$ cat src/common/jif_regs.svh
// register indices, bit masks, reset values and timing counts
`ifndef JIF_REGS_SVH
`define JIF_REGS_SVH
`define JIF_IDX_ERR 8'h22
`define JIF_IDX_XFER 8'h23
`define JIF_IDX_LINE 8'h24
`define JIF_IDX_RDONE 8'h21
`define JIF_IDX_CTRL 8'h30
`define JIF_FLAG_RST 8'h00
`define JIF_CTRL_RST 4'h0
`define JIF_XFER_MASK 8'hEF
`define JIF_LINE_MASK 8'hBF
`define JIF_LINE_MASK_LITE 8'h3F
`define JIF_MAX_FRAME 12
`define JIF_CLK_NS 5
`define JIF_DOM_STUCK_NS 48000
`define JIF_SLOW_SCALE 4
`endif

$ cat src/common/jif_pkg.sv
// types shared by the flag block
package jif_pkg;
   // one-cycle event strobes from receiver, transmitter, monitor
   typedef struct packed {
      logic rx_sof;
      logic rx_byte;
      logic rx_msg_ok;
      logic rx_reply_ok;
      logic rx_break;
      logic rx_crc_bad;
      logic rx_framing_fault_bad;
      logic rx_bad_symbol;
      logic rx_ifs_talk;
      logic tx_start;
      logic tx_lost;
      logic tx_no_reply;
      logic tx_done;
      logic tx_ifr_req;
      logic tx_ifr_ok;
      logic ifr3_request;
      logic reply_armed;
      logic link_check;
      logic [5:0] line;
   } jif_evt_t;
   // control register fields
   typedef struct packed {
      logic slow_rate;
      logic [2:0] retries;
   } jif_ctrl_t;
endpackage

$ cat src/rtl/jif_flags.sv
// interrupt request flag registers behind an ahb-lite slave
`timescale 1ns/10ps
`default_nettype none
`include "jif_regs.svh"
module jif_flags
   import jif_pkg::*;
#(
   parameter int DOM_CYC = `JIF_DOM_STUCK_NS / `JIF_CLK_NS,
   parameter bit HAS_LINK_CHECK = 1'b1
)(
   // clock and reset
   input wire logic mclk_in,
   input wire logic rst_in,
   // ahb-lite slave
   input wire logic hsel_in,
   input wire logic [31:0] haddr_in,
   input wire logic [1:0] htrans_in,
   input wire logic hwrite_in,
   input wire logic [2:0] hsize_in,
   input wire logic hready_in,
   input wire logic [31:0] hwdata_in,
   output logic [31:0] hrdata_out,
   output logic hreadyout_out,
   output logic hresp_out,
   // events
   input wire jif_evt_t evt_in,
   // bus line drive and sense, high = dominant
   input wire logic [1:0] bus_drive_output_in,
   input wire logic [1:0] bus_sense_input_in
);
   logic [7:0] err_flags;
   logic [7:0] xfer_flags;
   logic [7:0] line_flags;
   logic [7:0] next_err_set;
   logic [7:0] next_xfer_set;
   logic [7:0] next_line_set;
   jif_ctrl_t ctrl;
   logic wr_pend;
   logic [7:0] wr_idx;
   logic [7:0] wr_clear_err;
   logic [7:0] wr_clear_xfer;
   logic [7:0] wr_clear_line;
   logic rd_pending;
   logic [3:0] frame_bytes;
   logic [15:0] dom_cnt;
   logic [15:0] dom_limit;
   logic [2:0] fail_cnt;
   logic [7:0] line_mask;
   logic addr_ok;
   logic [7:0] a_idx;

   // address phase decode
   assign addr_ok = hsel_in && hready_in && htrans_in[1];
   assign a_idx = haddr_in[9:2];
   assign line_mask = HAS_LINK_CHECK ? `JIF_LINE_MASK
                                     : `JIF_LINE_MASK_LITE;
   assign dom_limit = ctrl.slow_rate
      ? 16'(DOM_CYC * `JIF_SLOW_SCALE) : 16'(DOM_CYC);

   // write phase clear masks, all ones when no write hits
   always_comb
   begin
      wr_clear_err = 8'hFF;
      wr_clear_xfer = 8'hFF;
      wr_clear_line = 8'hFF;
      if (wr_pend && wr_idx == `JIF_IDX_ERR)
         wr_clear_err = hwdata_in[7:0];
      if (wr_pend && wr_idx == `JIF_IDX_XFER)
         wr_clear_xfer = hwdata_in[7:0];
      if (wr_pend && wr_idx == `JIF_IDX_LINE)
         wr_clear_line = hwdata_in[7:0];
   end

   // bus fixed answer: no wait, always okay
   always_ff @(posedge mclk_in)
   begin
      if (rst_in)
      begin
         hreadyout_out <= 1'b0;
         hresp_out <= 1'b0;
      end
      else
      begin
         hreadyout_out <= 1'b1;
         hresp_out <= 1'b0;
      end
   end

   // capture write address phase
   always_ff @(posedge mclk_in)
   begin
      if (rst_in)
      begin
         wr_pend <= 1'b0;
         wr_idx <= 8'h00;
      end
      else
      begin
         wr_pend <= addr_ok && hwrite_in;
         wr_idx <= a_idx;
      end
   end

   // read data, registered in the address phase
   // a read right after a write returns the old value
   // unused bits zero
   always_ff @(posedge mclk_in)
   begin
      if (rst_in)
         hrdata_out <= 32'h0000_0000;
      else if (addr_ok && !hwrite_in)
      begin
         unique case (a_idx)
            `JIF_IDX_ERR: hrdata_out <= {24'h00_0000, err_flags};
            `JIF_IDX_XFER: hrdata_out <= {24'h00_0000, xfer_flags};
            `JIF_IDX_LINE: hrdata_out <= {24'h00_0000, line_flags};
            `JIF_IDX_CTRL: hrdata_out <= {28'h000_0000, ctrl};
            default: hrdata_out <= 32'h0000_0000;
         endcase
      end
   end

   // control register: rate and retry count
   always_ff @(posedge mclk_in)
   begin
      if (rst_in)
         ctrl <= jif_ctrl_t'(`JIF_CTRL_RST);
      else if (wr_pend && wr_idx == `JIF_IDX_CTRL)
         ctrl <= jif_ctrl_t'(hwdata_in[3:0]);
   end

   // received message waiting for host read-done
   always_ff @(posedge mclk_in)
   begin
      if (rst_in)
         rd_pending <= 1'b0;
      else if (evt_in.rx_msg_ok)
         rd_pending <= 1'b1;
      else if (wr_pend && wr_idx == `JIF_IDX_RDONE)
         rd_pending <= 1'b0;
   end

   // byte count of the frame being received
   always_ff @(posedge mclk_in)
   begin
      if (rst_in)
         frame_bytes <= 4'h0;
      else if (evt_in.rx_sof)
         frame_bytes <= 4'h0;
      else if (evt_in.rx_byte && frame_bytes != 4'hF)
         frame_bytes <= frame_bytes + 4'h1;
   end

   // dominant time counter, scaled by bit rate
   // saturates past the limit so the flag fires once
   always_ff @(posedge mclk_in)
   begin
      if (rst_in)
         dom_cnt <= 16'h0000;
      else if (bus_sense_input_in == 2'b00)
         dom_cnt <= 16'h0000;
      else if (dom_cnt <= dom_limit)
         dom_cnt <= dom_cnt + 16'h0001;
   end

   // failed attempts of the current transmission
   // only failed attempts counted, holding at seven
   always_ff @(posedge mclk_in)
   begin
      if (rst_in)
         fail_cnt <= 3'h0;
      else if (evt_in.tx_start)
         fail_cnt <= 3'h0;
      else if ((evt_in.tx_lost || evt_in.tx_no_reply)
               && fail_cnt != 3'h7)
         fail_cnt <= fail_cnt + 3'h1;
   end

   // set terms for the error register
   always_comb
   begin
      next_err_set = 8'h00;
      next_err_set[7] = evt_in.rx_byte
         && frame_bytes == 4'(`JIF_MAX_FRAME);
      next_err_set[6] = bus_sense_input_in != 2'b00
         && dom_cnt == dom_limit;
      next_err_set[5] = bus_drive_output_in == 2'b11
         && bus_sense_input_in == 2'b00;
      next_err_set[4] = evt_in.rx_msg_ok && rd_pending;
      next_err_set[3] = evt_in.rx_crc_bad;
      next_err_set[2] = evt_in.rx_framing_fault_bad;
      next_err_set[1] = evt_in.rx_bad_symbol;
      next_err_set[0] = evt_in.rx_ifs_talk;
   end

   // set terms for the transfer register
   always_comb
   begin
      next_xfer_set = 8'h00;
      next_xfer_set[7] = evt_in.tx_lost && fail_cnt == ctrl.retries;
      next_xfer_set[6] = evt_in.tx_no_reply
         && fail_cnt == ctrl.retries;
      next_xfer_set[5] = evt_in.ifr3_request && !evt_in.reply_armed;
      next_xfer_set[3] = evt_in.rx_break;
      next_xfer_set[2] = evt_in.rx_reply_ok;
      next_xfer_set[1] = evt_in.rx_msg_ok;
      next_xfer_set[0] = evt_in.tx_done
         && (!evt_in.tx_ifr_req || evt_in.tx_ifr_ok);
   end

   // set terms for the line register
   always_comb
   begin
      next_line_set = {evt_in.link_check, 1'b0, evt_in.line};
   end

   // flag registers: set wins, zero write clears
   // sticky flags
   always_ff @(posedge mclk_in)
   begin
      if (rst_in)
      begin
         err_flags <= `JIF_FLAG_RST;
         xfer_flags <= `JIF_FLAG_RST;
         line_flags <= `JIF_FLAG_RST;
      end
      else
      begin
         err_flags <= (err_flags & wr_clear_err) | next_err_set;
         xfer_flags <= ((xfer_flags & wr_clear_xfer)
                        | next_xfer_set) & `JIF_XFER_MASK;
         line_flags <= ((line_flags & wr_clear_line)
                        | next_line_set) & line_mask;
      end
   end
endmodule // jif_flags
`default_nettype wire

$ cat config.mk
export PLATFORM = sky130hd
export DESIGN_NAME = jif_flags
export DESIGN_NICKNAME = d
export VERILOG_FILES = /design/src/common/jif_pkg.sv /design/src/rtl/jif_flags.sv
export VERILOG_INCLUDE_DIRS = /design/src /design/src/common
export SDC_FILE = /design/constraint.sdc
export NUM_CORES = 1
export LEC_CHECK = 0
export ABC_AREA = 1
export BUFFER_PORTS_ARGS = -buffer_cell sky130_fd_sc_hd__buf_2
export CAP_MARGIN = 20
export CELL_PAD_IN_SITES_DETAIL_PLACEMENT = 2
export CELL_PAD_IN_SITES_GLOBAL_PLACEMENT = 2
export CORE_UTILIZATION = 27
export DETAILED_ROUTE_END_ITERATION = 6
export HOLD_SLACK_MARGIN = 0.03
export PLACE_DENSITY = 0.89
export SLEW_MARGIN = 40
export SYNTH_ARGS = -nofsm -noshare
export SYNTH_HDL_FRONTEND = slang
export SYNTH_SLANG_ARGS = --single-unit
$ cat constraint.sdc
create_clock -name mclk_in -period 2.05 [get_ports mclk_in]
set_clock_uncertainty 0.1 [all_clocks]
set_input_delay 0.41 -clock mclk_in [delete_from_list [all_inputs] [get_ports mclk_in]]
set_output_delay 0.41 -clock mclk_in [all_outputs]
set_load 0.02 [all_outputs]
==> PnR_summary.wiki, run 1 <==
{| class="wikitable"
! Metric !! Value
|-
| Run status || finished clean
|-
| Crit path launch type || flop
|-
| Die span in x || 121 um
|-
| Number of synthesized flops with an enable pin || 0
|-
| Core ar. || 13,800 sq um
|-
| Most frequent cell after synthesis || sky130_fd_sc_hd__nand2_1
|-
| Mapped cell area || 3810 sq um
|-
| Global placement routability congestion || 0.787
|-
| Fraction of final layout cells with drive strength greater than 1 || 23.4%
|-
| Ratio of routed vias to standard cells || 4.68
|-
| Overall die height || 121 um
|-
| Crit. End Element || flop
|-
| Period Utilization, post-route || 94.8%
|-
| IO Port Bufs || 58
|-
| Area added between synthesis and finish || 20.9%
|-
| First-pass GRT wire length || 20,800 um
|-
| Number of failing setup endpoints in the final timing report || 0
|-
| Post-layout net count || 717
|-
| Number of global-route vias before repair || 4,117
|-
| Setup repair after global routing missed its margin || false
|-
| Placement-stage cell area || 4290 sq um
|-
| Share of the core filled with cells || 33.4%
|-
| Seq pwr share || 44.7%
|-
| # Max-Cap Violations || 0
|-
| Depth of the CTS H-tree || 3
|-
| Pre-Repair DR Iteration Count || 4
|-
| TritonCTS Sinks || 68
|-
| Post-route design area || 4610 sq um
|-
| Launch instance of the worst min-delay path || haddr_in[9]
|-
| IO Count || 136
|-
| Proportion of synthesized chip area in sequential cells || 35.7%
|-
| Worst hold-check path type || input port to flop
|-
| Yosys warnings || 0
|-
| Critical path fanouts, max || 7
|-
| Clock transition time at the flip-flop clock pins of the worst setup and hold paths || 0.06 ns
|-
| Combinational group share of total power || 8.6%
|-
| Total CTS buffers || 9
|-
| Most frequent cells after synthesis || 91 x sky130_fd_sc_hd__nand2_1, 68 x sky130_fd_sc_hd__dfxtp_1, 62 x sky130_fd_sc_hd__nor2_1
|-
| Routed length on met2 || 7090 um
|-
| P_int || 2.31 mW
|-
| Total Power Consumption || 3.13 mW
|-
| Area fraction of the dominant cell type after synthesis || 35.7%
|-
| Setup fix buffers added after clock tree synthesis || 0
|-
| Setup tns final || 0 ns
|-
| WP data required || 2.19 ns
|-
| Fill cell instance count of the final layout || 1,640
|-
| Antenna diode instance count || 0
|-
| Maximum vdd ir drop || 0.287 mV
|-
| Data arrival time of the critical path || 2.08 ns
|-
| Most frequently used flop master after synthesis || sky130_fd_sc_hd__dfxtp_1
|-
| Final routed DRC violation total || 0
|-
| Smallest setup slack after layout || 0.107 ns
|-
| Via count of the routed design || 3,689
|-
| Net Switching || 0.827 mW
|-
| Distinct cells, synth || 35
|-
| Syn_area_per_cell || 7.18 sq um
|-
| Cell count after synthesis || 531
|-
| Effective utilization at floorplan || 27.6%
|-
| Area leader, netlist || sky130_fd_sc_hd__dfxtp_1
|-
| Area of the die || 14,600 sq um
|-
| Count of pins over their slew limit || 0
|-
| CP Class || flop to flop
|-
| Worst-margin pin slew || 0.541 ns
|-
| Top area cells in the synthesized netlist || sky130_fd_sc_hd__dfxtp_1 36%, sky130_fd_sc_hd__nand2_1 9.0%, sky130_fd_sc_hd__nand3_1 6.6%, sky130_fd_sc_hd__nor2_1 6.1%, sky130_fd_sc_hd__inv_1 5.9%
|-
| Average wire length per cell after detail routing || 16.2 um
|-
| Post-synthesis register bit count || 68
|-
| Multi-input gate area in the final layout || 2050 sq um
|-
| Detailed Route Iter0 Violations || 103
|-
| Sequential Area || 1360 sq um
|-
| All-Layer GR Usage || 18.5%
|-
| Max frequency || 515 MHz
|-
| Power per cell area || 679 nW/um^2
|-
| TritonCTS clock tree || built
|-
| Worst reg2reg path startpoint || ctrl[3]
|-
| Largest net degree at the start of global routing || 46
|-
| Power share of the clock group || 46.7%
|-
| CP startpoint || ctrl[3]
|-
| Routed wire length on met3 || 338 um
|-
| Met1 layer wirelength in the final routing || 5110 um
|-
| Number of antenna-violating nets in the routed design || 0
|-
| Initial antenna violation count || 0
|-
| CTS Root Cell || sky130_fd_sc_hd__clkbuf_16
|-
| Final Critical Period || 1.94 ns
|-
| Number of buffers on the longest clock path || 2
|-
| Uppermost metal layer occupied by signal nets || met4
|-
| Static leakage power || 2.21 nW
|-
| Total wire length || 12,800 um
|-
| Slew HR || 63.7%
|-
| Clk Latency, worst-skew pair || 0.34 ns
|-
| Switching power share of the total || 26.4%
|-
| Final number of hold-violating endpoints || 0
|-
| Total gr overflow || 0
|-
| Hold Buf Count CTS || 0
|-
| Core Rows || 43
|-
| HPWL after DPL || 9140 um
|-
| Share of async-settable or async-resettable flops after synthesis || 0%
|-
| Worst-case setup slack after placement || 0.0549 ns
|}
[per-stage QoR]
stage	hold slack [ns]	cells
floorplan	0.333	555
global placement	0.361	771
detailed placement	0.364	771
CTS	0.196	787
global route	0.199	788
finish	0.195	788
[cell type report]
| type | instances | share of cell area [%] |
|---|---|---|
| Sequential cell | 68 | 29.5 |
| Clock inverter | 4 | 0.542 |
| Inverter | 66 | 5.37 |
| Tap cell | 180 | 4.88 |
| Clock buffer | 12 | 5.34 |
| Multi-Input combinational cell | 385 | 44.4 |
| Timing Repair Buffer | 73 | 9.93 |
[flip-flops by register name, summed over array words and instances, names as in the netlist]
| name | cells |
|---|---|
| fail_cnt | 3 |
| ctrl | 4 |
| xfer_flags | 7 |
| dom_cnt | 16 |
| rd_pending | 1 |
| err_flags | 8 |
| wr_pend | 1 |
| hreadyout_out | 1 |
| hrdata_out | 8 |
| frame_bytes | 4 |
| line_flags | 7 |
| wr_idx | 8 |
[critical path, cell delays in order, from the launching register on]
cell,delay [ns]
sky130_fd_sc_hd__dfxtp_1,0.34
sky130_fd_sc_hd__inv_2,0.08
sky130_fd_sc_hd__ha_2,0.38
sky130_fd_sc_hd__inv_1,0.06
sky130_fd_sc_hd__nor2_1,0.16
sky130_fd_sc_hd__a21oi_2,0.12
sky130_fd_sc_hd__nand3_4,0.14
sky130_fd_sc_hd__nand2_8,0.09
sky130_fd_sc_hd__clkbuf_16,0.17
sky130_fd_sc_hd__nor2_1,0.13
sky130_fd_sc_hd__nor2_2,0.06
[worst paths after layout]
kind	end	slack, ns	cells after the start
max	dom_cnt[14]	0.11	10
max reg2reg	dom_cnt[14]	0.11	10
min	wr_idx[7]	0.19	3
min reg2reg	hrdata_out[4]	0.37	2
[cells by family (layout without fill, tap and decap cells)]
| logic type | Yosys count | after routing | synth area share, % |
|---|---|---|---|
| compound gates | 79 | 79 | 10.8 |
| flops | 68 | 68 | 35.7 |
| other cells | 1 | 25 | 0.0983 |
| buf+inv | 102 | 155 | 13.6 |
| simple gates | 260 | 260 | 33.8 |
| fa+ha+maj | 12 | 12 | 3.94 |
| xor+xnor | 9 | 9 | 2.07 |
[power groups by stage]
stage | sequential (mW) | clock (mW) | combinational (mW)
after CTS | 1.40 | 1.49 | 0.272
after global routing | 1.41 | 1.56 | 0.300
after global placement | 1.42 | 0 | 0.248
after detailed placement | 1.43 | 0 | 0.267
final | 1.40 | 1.46 | 0.269
after floorplan | 1.42 | 0 | 0.193
[per-layer routing]
layer  global-route usage, %  vias up
met5                       0        -
met4                    6.25        0
met3                    3.71       18
met2                    36.2       57
met1                    19.4     1822
li1                        -     1792
[layout by cell type (no fill, tap or decap), types with 10 or more instances in the layout]
master,netlist,routed
sky130_fd_sc_hd__nor2_1,62,62
sky130_fd_sc_hd__o21ai_0,37,36
sky130_fd_sc_hd__nor2_2,11,11
sky130_fd_sc_hd__nand2_1,91,91
sky130_fd_sc_hd__inv_1,60,59
sky130_fd_sc_hd__ha_1,12,10
sky130_fd_sc_hd__buf_2,2,58
sky130_fd_sc_hd__nand3_1,50,50
sky130_fd_sc_hd__nand2_2,17,17
sky130_fd_sc_hd__clkbuf_16,0,10
sky130_fd_sc_hd__buf_4,25,11
sky130_fd_sc_hd__a21oi_1,36,36
sky130_fd_sc_hd__dfxtp_1,68,68
sky130_fd_sc_hd__conb_1,1,25
[what timing repair did]
action | CTS | global route
endpoints found under the setup margin | 1 | 14
endpoints found under the hold margin | 0 | 0
cloned | 0 | 1
resized for setup | 1 | 4
Power figures use the tool's default switching activity.
==> run 2, diff against run 1 <==
--- a/config.mk
+++ b/config.mk
@@ -6,7 +6,6 @@
 export SDC_FILE = /design/constraint.sdc
 export NUM_CORES = 1
 export LEC_CHECK = 0
-export ABC_AREA = 1
 export BUFFER_PORTS_ARGS = -buffer_cell sky130_fd_sc_hd__buf_2
 export CAP_MARGIN = 20
 export CELL_PAD_IN_SITES_DETAIL_PLACEMENT = 2
@@ -14,7 +13,7 @@
 export CORE_UTILIZATION = 27
 export DETAILED_ROUTE_END_ITERATION = 6
 export HOLD_SLACK_MARGIN = 0.03
-export PLACE_DENSITY = 0.89
+export PLACE_DENSITY = 0.88
 export SLEW_MARGIN = 40
 export SYNTH_ARGS = -nofsm -noshare
 export SYNTH_HDL_FRONTEND = slang
==> run 2 against run 1 <==
Net effect:
- the run now ends with setup timing left
- critical endpoint is now dom_cnt[8]
- setup slack got worse by 0.49 ns
- total power rose by 11%
- combinational power rose by 7%
- largest power group unchanged
==> PnR_summary.wiki, run 2 <==
{| class="wikitable"
! Metric !! Value
|-
| Run status || complete, but fails checks
|-
| Failing checks || setup timing
|-
| Worst-margin pin slew || 0.534 ns (-0.00718 ns)
|-
| CP Class || flop to flop
|-
| Proportion of synthesized chip area in sequential cells || 41.0% (+5.3 points)
|-
| Most frequent cell after synthesis || sky130_fd_sc_hd__dfxtp_1
|-
| Distinct cells, synth || 45 (+29%)
|-
| Core ar. || 12,000 sq um (-13%)
|-
| Total CTS buffers || 9 (unchanged)
|-
| Post-synthesis register bit count || 68 (unchanged)
|-
| Critical path fanouts, max || 6 (-1)
|-
| Share of async-settable or async-resettable flops after synthesis || 0% (unchanged)
|-
| Number of failing setup endpoints in the final timing report || 16 (+16)
|-
| Period Utilization, post-route || 119% (+24 points)
|-
| Share of the core filled with cells || 37.0% (+3.6 points)
|-
| Effective utilization at floorplan || 27.6% (+0.035 points)
|-
| All-Layer GR Usage || 19.4% (+0.90 points)
|-
| Total wire length || 12,500 um (-1.8%)
|-
| Final number of hold-violating endpoints || 0 (unchanged)
|-
| Clk Latency, worst-skew pair || 0.35 ns (about the same)
|-
| TritonCTS Sinks || 68 (unchanged)
|-
| Depth of the worst register-to-register path || 9 (-1)
|-
| Largest register by flop count || dom_cnt
|-
| Final-layout worst hold slack || 0.161 ns (-0.0335 ns)
|-
| Hold Buf Count CTS || 0 (unchanged)
|-
| Area fraction of the dominant cell type after synthesis || 41.0% (+5.3 points)
|-
| Fill cell instance count of the final layout || 1,333 (-19%)
|-
| Crit path launch type || flop
|-
| Leading cell type in the layout, fill and taps excluded || sky130_fd_sc_hd__dfxtp_1
|-
| Overall die height || 113 um (-6.6%)
|-
| Maximum vdd ir drop || 0.476 mV (+66%)
|-
| Via count of the routed design || 3,234 (-12%)
|-
| Most frequently used flop master after synthesis || sky130_fd_sc_hd__dfxtp_1
|-
| Mapped cell area || 3320 sq um (-13%)
|-
| Die span in x || 113 um (-6.6%)
|-
| Clock transition time at the flip-flop clock pins of the worst setup and hold paths || 0.06 ns (about the same)
|-
| Most frequent cells in the layout || 67 x sky130_fd_sc_hd__dfxtp_1, 58 x sky130_fd_sc_hd__buf_2, 38 x sky130_fd_sc_hd__o21ai_0
|-
| Max frequency || 412 MHz (-20%)
|-
| Number of antenna-violating nets in the routed design || 0 (unchanged)
|-
| Adder and majority cell fraction of the synthesized area || 4.52% (+0.59 points)
|-
| Core Rows || 40 (-7.0%)
|-
| Count of cells along the worst hold path || 2 (-1)
|-
| Smallest setup slack after layout || -0.380 ns (-0.487 ns)
|-
| Average wire length per cell after detail routing || 19.9 um (+23%)
|-
| Area leader, netlist || sky130_fd_sc_hd__dfxtp_1
|-
| Area of the die || 12,700 sq um (-13%)
|-
| Parity-gate share of the synthesized area counting xor and xnor cells || 2.38% (+0.31 points)
|-
| First-pass GRT wire length || 18,700 um (-10%)
|-
| Initial antenna violation count || 1 (+1)
|-
| Setup repair after global routing missed its margin || true
|-
| Number of cells on the critical path || 9 (-1)
|-
| Critical path's top delay family || compound AO/OA/AOI/OAI gates
|-
| Data arrival time of the critical path || 2.60 ns (+0.52 ns)
|-
| IO Count || 136 (unchanged)
|-
| Power per cell area || 780 nW/um^2 (+15%)
|-
| Static leakage power || 1.86 nW (-16%)
|-
| Most frequent cells after synthesis || 68 x sky130_fd_sc_hd__dfxtp_1, 39 x sky130_fd_sc_hd__o21ai_0, 37 x sky130_fd_sc_hd__a21oi_1
|-
| HPWL after DPL || 8300 um (-9.2%)
|-
| CTS Root Cell || sky130_fd_sc_hd__clkbuf_16
|-
| Pre-Repair DR Iteration Count || 4 (unchanged)
|-
| Global placement routability congestion || 0.797 (+1.3%)
|-
| Number of synthesized flops with an enable pin || 0 (unchanged)
|-
| Yosys warnings || 0 (unchanged)
|-
| Number of global-route vias before repair || 3,541 (-14%)
|-
| Ratio of routed vias to standard cells || 5.13 (+9.5%)
|-
| Worst hold-check path type || input port to flop
|-
| Highest-delay cell along the critical path || sky130_fd_sc_hd__dfxtp_4
|-
| Total gr overflow || 0 (unchanged)
|-
| Post-synthesis simple-gate area fraction || 19.8% (-14 points)
|-
| Multiplexer fraction of the synthesized cell area || 4.52% (+4.5 points)
|-
| Dominant combinational cell family by area after synthesis || simple AND/OR/NAND/NOR gates
|-
| Count of pins over their slew limit || 0 (unchanged)
|-
| Final routed DRC violation total || 0 (unchanged)
|-
| Cells along the critical path || inv_6 > ha_4 > a211o_1 > a211oi_2 > a211oi_4 > buf_12 > buf_8 > or3_4 > a21oi_2
|-
| Crit. End Element || flop
|-
| Largest net degree at the start of global routing || 38 (-17%)
|-
| Total Power Consumption || 3.46 mW (+11%)
|-
| Number of buffers on the longest clock path || 2 (unchanged)
|-
| Post-layout net count || 592 (-17%)
|-
| Depth of the CTS H-tree || 3 (unchanged)
|-
| Final Critical Period || 2.43 ns (+0.487 ns)
|-
| IO Port Bufs || 58 (unchanged)
|-
| Area fraction in compound gates after synthesis || 17.4% (+6.6 points)
|-
| Slowest cell delay on critical path || 0.41 ns (+0.03 ns)
|-
| Slew HR || 64.3% (+0.62 points)
|-
| Cell count after synthesis || 390 (-27%)
|-
| Detailed Route Iter0 Violations || 111 (+7.8%)
|-
| Fraction of final layout cells with drive strength greater than 1 || 28.8% (+5.4 points)
|-
| Syn_area_per_cell || 8.51 sq um (+18%)
|-
| CP Buf/Inv Count || 3 (unchanged)
|-
| Area added between synthesis and finish || 33.8%
|-
| TritonCTS clock tree || built
|-
| WP data required || 2.22 ns (+0.03 ns)
|-
| Max FFs per register || 16 (unchanged)
|-
| Top area cells in the synthesized netlist || sky130_fd_sc_hd__dfxtp_1 41%, sky130_fd_sc_hd__o21ai_0 5.9%, sky130_fd_sc_hd__buf_4 5.7%, sky130_fd_sc_hd__a21oi_1 5.6%, sky130_fd_sc_hd__ha_1 4.5%
|-
| # Max-Cap Violations || 0 (unchanged)
|}
run 2: changes by cell type after synthesis, moves of 6 or more:
cell,delta
sky130_fd_sc_hd__inv_2,-6
sky130_fd_sc_hd__nor2_2,-11
sky130_fd_sc_hd__or3_1,+13
sky130_fd_sc_hd__nand2_4,-6
sky130_fd_sc_hd__nor2_1,-42
sky130_fd_sc_hd__clkbuf_1,+6
sky130_fd_sc_hd__inv_1,-36
sky130_fd_sc_hd__nor2b_1,+11
sky130_fd_sc_hd__nand2_2,-17
sky130_fd_sc_hd__nor3_1,+6
sky130_fd_sc_hd__mux2i_1,+15
sky130_fd_sc_hd__nand2_1,-72
sky130_fd_sc_hd__nand3_1,-35
run 2: layer usage:
metal	GRT usage [%]	routed length, um	up-vias
li1	-	-	1505
met4	9.30	403	0
met1	20.1	4890	1613
met5	0	0	-
met2	37.0	6730	84
met3	4.39	519	32
run 2: metrics by stage:
stage	instances	instance area [sq um]	setup WS (ns)	setup TNS, ns
2_1_floorplan	414	3490	-0.00656	-0.00656
3_3_place_gp	610	3950	-0.163	-2.02
3_5_place_dp	610	3950	-0.301	-3.55
4_1_cts	626	4310	-0.290	-3.91
5_1_grt	630	4440	-0.410	-5.51
6_report	631	4440	-0.380	-4.70
run 2: final timing paths:
check / start / endpoint / slack (ns)
min reg2reg: hrdata_out[1] / hrdata_out[1] / 0.36
min: evt_in[14] / fail_cnt[2] / 0.16
max: ctrl[3] / dom_cnt[8] / -0.38
max reg2reg: ctrl[3] / dom_cnt[8] / -0.38
run 2: worst reg2reg max path: cells and delay by family (launching register included):
kind	cells	cell delay, ns
AOI/OAI and AO/OA	4	0.97
buffers and inverters	3	0.36
DFF	1	0.41
adders and majority gates	1	0.15
and+or+nand+nor	1	0.37
run 2: layout make-up:
cell class	instances	area, sq um	area share, %
clock inverters	3	67.6	1.52
flip-flops and latches	68	1370	30.7
well taps	147	184	4.14
diodes	1	2.50	0.0564
repair buffers	92	582	13.1
multi-input cells	283	1870	42.2
clock buffers	13	270	6.09
inverters	24	95.1	2.14
run 2: logic make-up (layout without fill, tap and decap cells):
kind of cell | after synthesis | after routing
AO/OA/AOI/OAI | 102 | 102
XOR/XNOR | 9 | 9
adder cells (fa/ha/maj) | 12 | 12
buffers and inverters | 63 | 132
flip-flops | 68 | 68
multiplexers | 15 | 15
other | 1 | 26
AND/OR/NAND/NOR | 120 | 120
run 2: repair_timing:
item | in CTS | in global routing
endpoints found under the setup margin | 16 | 30
resized for setup | 5 | 26
setup buffers | 1 | 5
pin swaps | 10 | 16
hold endpoints to repair | 0 | 0
run 2: power breakdown:
group	switching (mW)	internal, mW	leakage [nW]
logic	0.189	0.0981	1.14
clock network	0.613	1.17	0.162
registers	0.0298	1.37	0.558
total	0.831	2.63	1.86
==> run 3, diff against run 2 <==
--- a/config.mk
+++ b/config.mk
@@ -14,6 +14,7 @@
 export DETAILED_ROUTE_END_ITERATION = 6
 export HOLD_SLACK_MARGIN = 0.03
 export PLACE_DENSITY = 0.88
+export RECOVER_POWER = 25
 export SLEW_MARGIN = 40
 export SYNTH_ARGS = -nofsm -noshare
 export SYNTH_HDL_FRONTEND = slang
==> run 3 against run 2 <==
Net effect:
- core utilization down 0.062 points
- sequential cell count unchanged
- total power about the same
- highest routed layer unchanged
- clock power about the same
- design area down 0.17%
- routed wire length about the same
- first-iteration DRC count down 1.8%
- largest power group unchanged
- non-clock buffer count unchanged
- the run still ends with setup timing left
- die area unchanged
==> PnR_summary.wiki, run 3 (same netlist as run 2, synthesis figures left out) <==
{| class="wikitable"
! Metric !! Value
|-
| First-pass GRT wire length || 18,700 um (unchanged)
|-
| Post-layout net count || 592 (unchanged)
|-
| IO Port Bufs || 58 (unchanged)
|-
| Final Critical Period || 2.43 ns (-0.00145 ns)
|-
| Effective utilization at floorplan || 27.6% (unchanged)
|-
| Ratio of routed vias to standard cells || 5.13 (+0.19%)
|-
| Count of pins over their slew limit || 0 (unchanged)
|-
| Failing checks || setup timing
|-
| Highest-delay cell along the critical path || sky130_fd_sc_hd__dfxtp_4
|-
| Smallest setup slack after layout || -0.378 ns (+0.00145 ns)
|-
| Overall die height || 113 um (unchanged)
|-
| Die span in x || 113 um (unchanged)
|-
| Pre-Repair DR Iteration Count || 4 (unchanged)
|-
| Cells along the critical path || inv_6 > ha_4 > a211o_1 > a211oi_2 > a211oi_4 > buf_12 > buf_8 > or3_4 > a21oi_2
|-
| Power per cell area || 781 nW/um^2 (+0.15%)
|-
| TritonCTS Sinks || 68 (unchanged)
|-
| CP startpoint || ctrl[3]
|-
| Number of antenna-violating nets in the routed design || 0 (unchanged)
|-
| Worst-margin pin slew || 0.794 ns (+0.260 ns)
|-
| Seq pwr share || 40.4% (about the same)
|-
| Largest register by flop count || dom_cnt
|-
| Core ar. || 12,000 sq um (unchanged)
|-
| Most frequent cells in the layout || 67 x sky130_fd_sc_hd__dfxtp_1, 54 x sky130_fd_sc_hd__buf_2, 38 x sky130_fd_sc_hd__o21ai_0
|-
| Slowest cell delay on critical path || 0.41 ns (about the same)
|-
| CP Class || flop to flop
|-
| Final-layout worst hold slack || 0.160 ns (-0.00137 ns)
|-
| Combinational group share of total power || 8.3% (about the same)
|-
| Area added between synthesis and finish || 33.6%
|-
| Max FFs per register || 16 (unchanged)
|-
| Worst reg2reg path startpoint || ctrl[3]
|-
| Detailed Route Iter0 Violations || 109 (-1.8%)
|-
| # Max-Cap Violations || 0 (unchanged)
|-
| Max frequency || 412 MHz (about the same)
|-
| Power share of the clock group || 51.4% (about the same)
|-
| Static leakage power || 1.84 nW (-0.81%)
|-
| Leading cell type in the layout, fill and taps excluded || sky130_fd_sc_hd__dfxtp_1
|-
| Final number of hold-violating endpoints || 0 (unchanged)
|-
| All-Layer GR Usage || 19.4% (unchanged)
|-
| Launch instance of the worst min-delay path || evt_in[14]
|-
| Clock transition time at the flip-flop clock pins of the worst setup and hold paths || 0.06 ns (about the same)
|-
| Hold Buf Count CTS || 0 (unchanged)
|-
| Total wire length || 12,600 um (about the same)
|-
| Sequential Area || 1370 sq um (unchanged)
|-
| WP data required || 2.22 ns (about the same)
|-
| Fill cell instance count of the final layout || 1,338 (+0.38%)
|-
| Core Rows || 40 (unchanged)
|-
| Setup repair after global routing missed its margin || true
|-
| Switching power share of the total || 24.0% (about the same)
|-
| P_int || 2.63 mW (about the same)
|-
| Worst-case setup slack after placement || -0.301 ns (unchanged)
|-
| Slew HR || 47.1% (-17 points)
|-
| Setup tns final || -4.68 ns (+0.0208 ns)
|-
| Area of the die || 12,700 sq um (unchanged)
|-
| Critical path fanouts, max || 6 (unchanged)
|-
| Largest net degree at the start of global routing || 38 (unchanged)
|-
| Number of global-route vias before repair || 3,541 (unchanged)
|-
| Total gr overflow || 0 (unchanged)
|-
| Run status || complete, but fails checks
|-
| Global placement routability congestion || 0.797 (unchanged)
|-
| Crit. End Element || flop
|-
| Via count of the routed design || 3,240 (+0.19%)
|-
| Net Switching || 0.831 mW (about the same)
|-
| Data arrival time of the critical path || 2.60 ns (about the same)
|-
| TritonCTS clock tree || built
|-
| Multi-input gate area in the final layout || 1870 sq um (unchanged)
|-
| Final routed DRC violation total || 0 (unchanged)
|-
| Period Utilization, post-route || 118% (about the same)
|-
| IO Count || 136 (unchanged)
|-
| Average wire length per cell after detail routing || 19.9 um (about the same)
|-
| Depth of the CTS H-tree || 3 (unchanged)
|-
| Number of failing setup endpoints in the final timing report || 16 (unchanged)
|-
| CTS Root Cell || sky130_fd_sc_hd__clkbuf_16
|-
| Number of buffers on the longest clock path || 2 (unchanged)
|-
| Clk Latency, worst-skew pair || 0.35 ns (about the same)
|-
| Worst hold-check path type || input port to flop
|-
| Total CTS buffers || 9 (unchanged)
|-
| Fraction of final layout cells with drive strength greater than 1 || 28.0% (-0.83 points)
|-
| Maximum vdd ir drop || 0.476 mV (about the same)
|-
| Initial antenna violation count || 1 (unchanged)
|-
| HPWL after DPL || 8300 um (unchanged)
|-
| Crit path launch type || flop
|}
[run 3: cell types whose count changed in the layout (fill, tap and decap cells not counted), sizes merged]
cell,delta
buf,-5
clkbuf,+5
[run 3: final timing paths]
kind              endpoint  slack, ns  cells past startpoint
max reg2reg     dom_cnt[8]      -0.38                      9
min            fail_cnt[2]       0.16                      2
min reg2reg  hrdata_out[1]       0.36                      2
max             dom_cnt[8]      -0.38                      9
[run 3: power groups by stage]
stage	Combinational [mW]	Clock, mW	Sequential [mW]
after floorplan	0.194	0	1.41
after global placement	0.254	0	1.42
after detailed placement	0.269	0	1.42
after CTS	0.280	1.80	1.40
after global routing	0.313	1.85	1.40
final	0.286	1.78	1.40
[run 3: final cells by class]
| cell class | instances | area share (%) |
|---|---|---|
| multi-input cells | 283 | 42.3 |
| clock inverters | 3 | 1.52 |
| clock buffers | 13 | 6.10 |
| diodes | 1 | 0.0564 |
| well taps | 147 | 4.15 |
| inverters | 24 | 2.15 |
| flip-flops and latches | 68 | 30.8 |
| repair buffers | 92 | 13.0 |
[run 3: repair_timing]
item,in CTS,in global routing
setup endpoints to repair,16,30
gates resized for setup,5,26
pin swaps,10,16
buffers inserted,1,5
[run 3: worst max-delay path: cells and delay by family, from the launching register on]
kind | cells | cell delay (ns)
AOI/OAI and AO/OA | 4 | 0.97
and+or+nand+nor | 1 | 0.37
buffers and inverters | 3 | 0.35
adders and majority gates | 1 | 0.15
DFF | 1 | 0.41
[run 3: metal layers]
metal,global-route usage (%),wire [um],vias up
li1,-,-,1505
met1,20.1,4900,1617
met2,37.0,6750,84
met3,4.39,499,34
met4,9.30,414,0
met5,0,0,-
[run 3: through the flow]
stage	utilization (%)	power (mW)	cells	instance area, sq um
floorplan	-	1.61	414	3490
global placement	32.9	1.67	610	3950
detailed placement	32.9	1.69	610	3950
CTS	35.9	3.47	626	4310
global route	36.9	3.57	630	4430
finish	36.9	3.46	631	4430
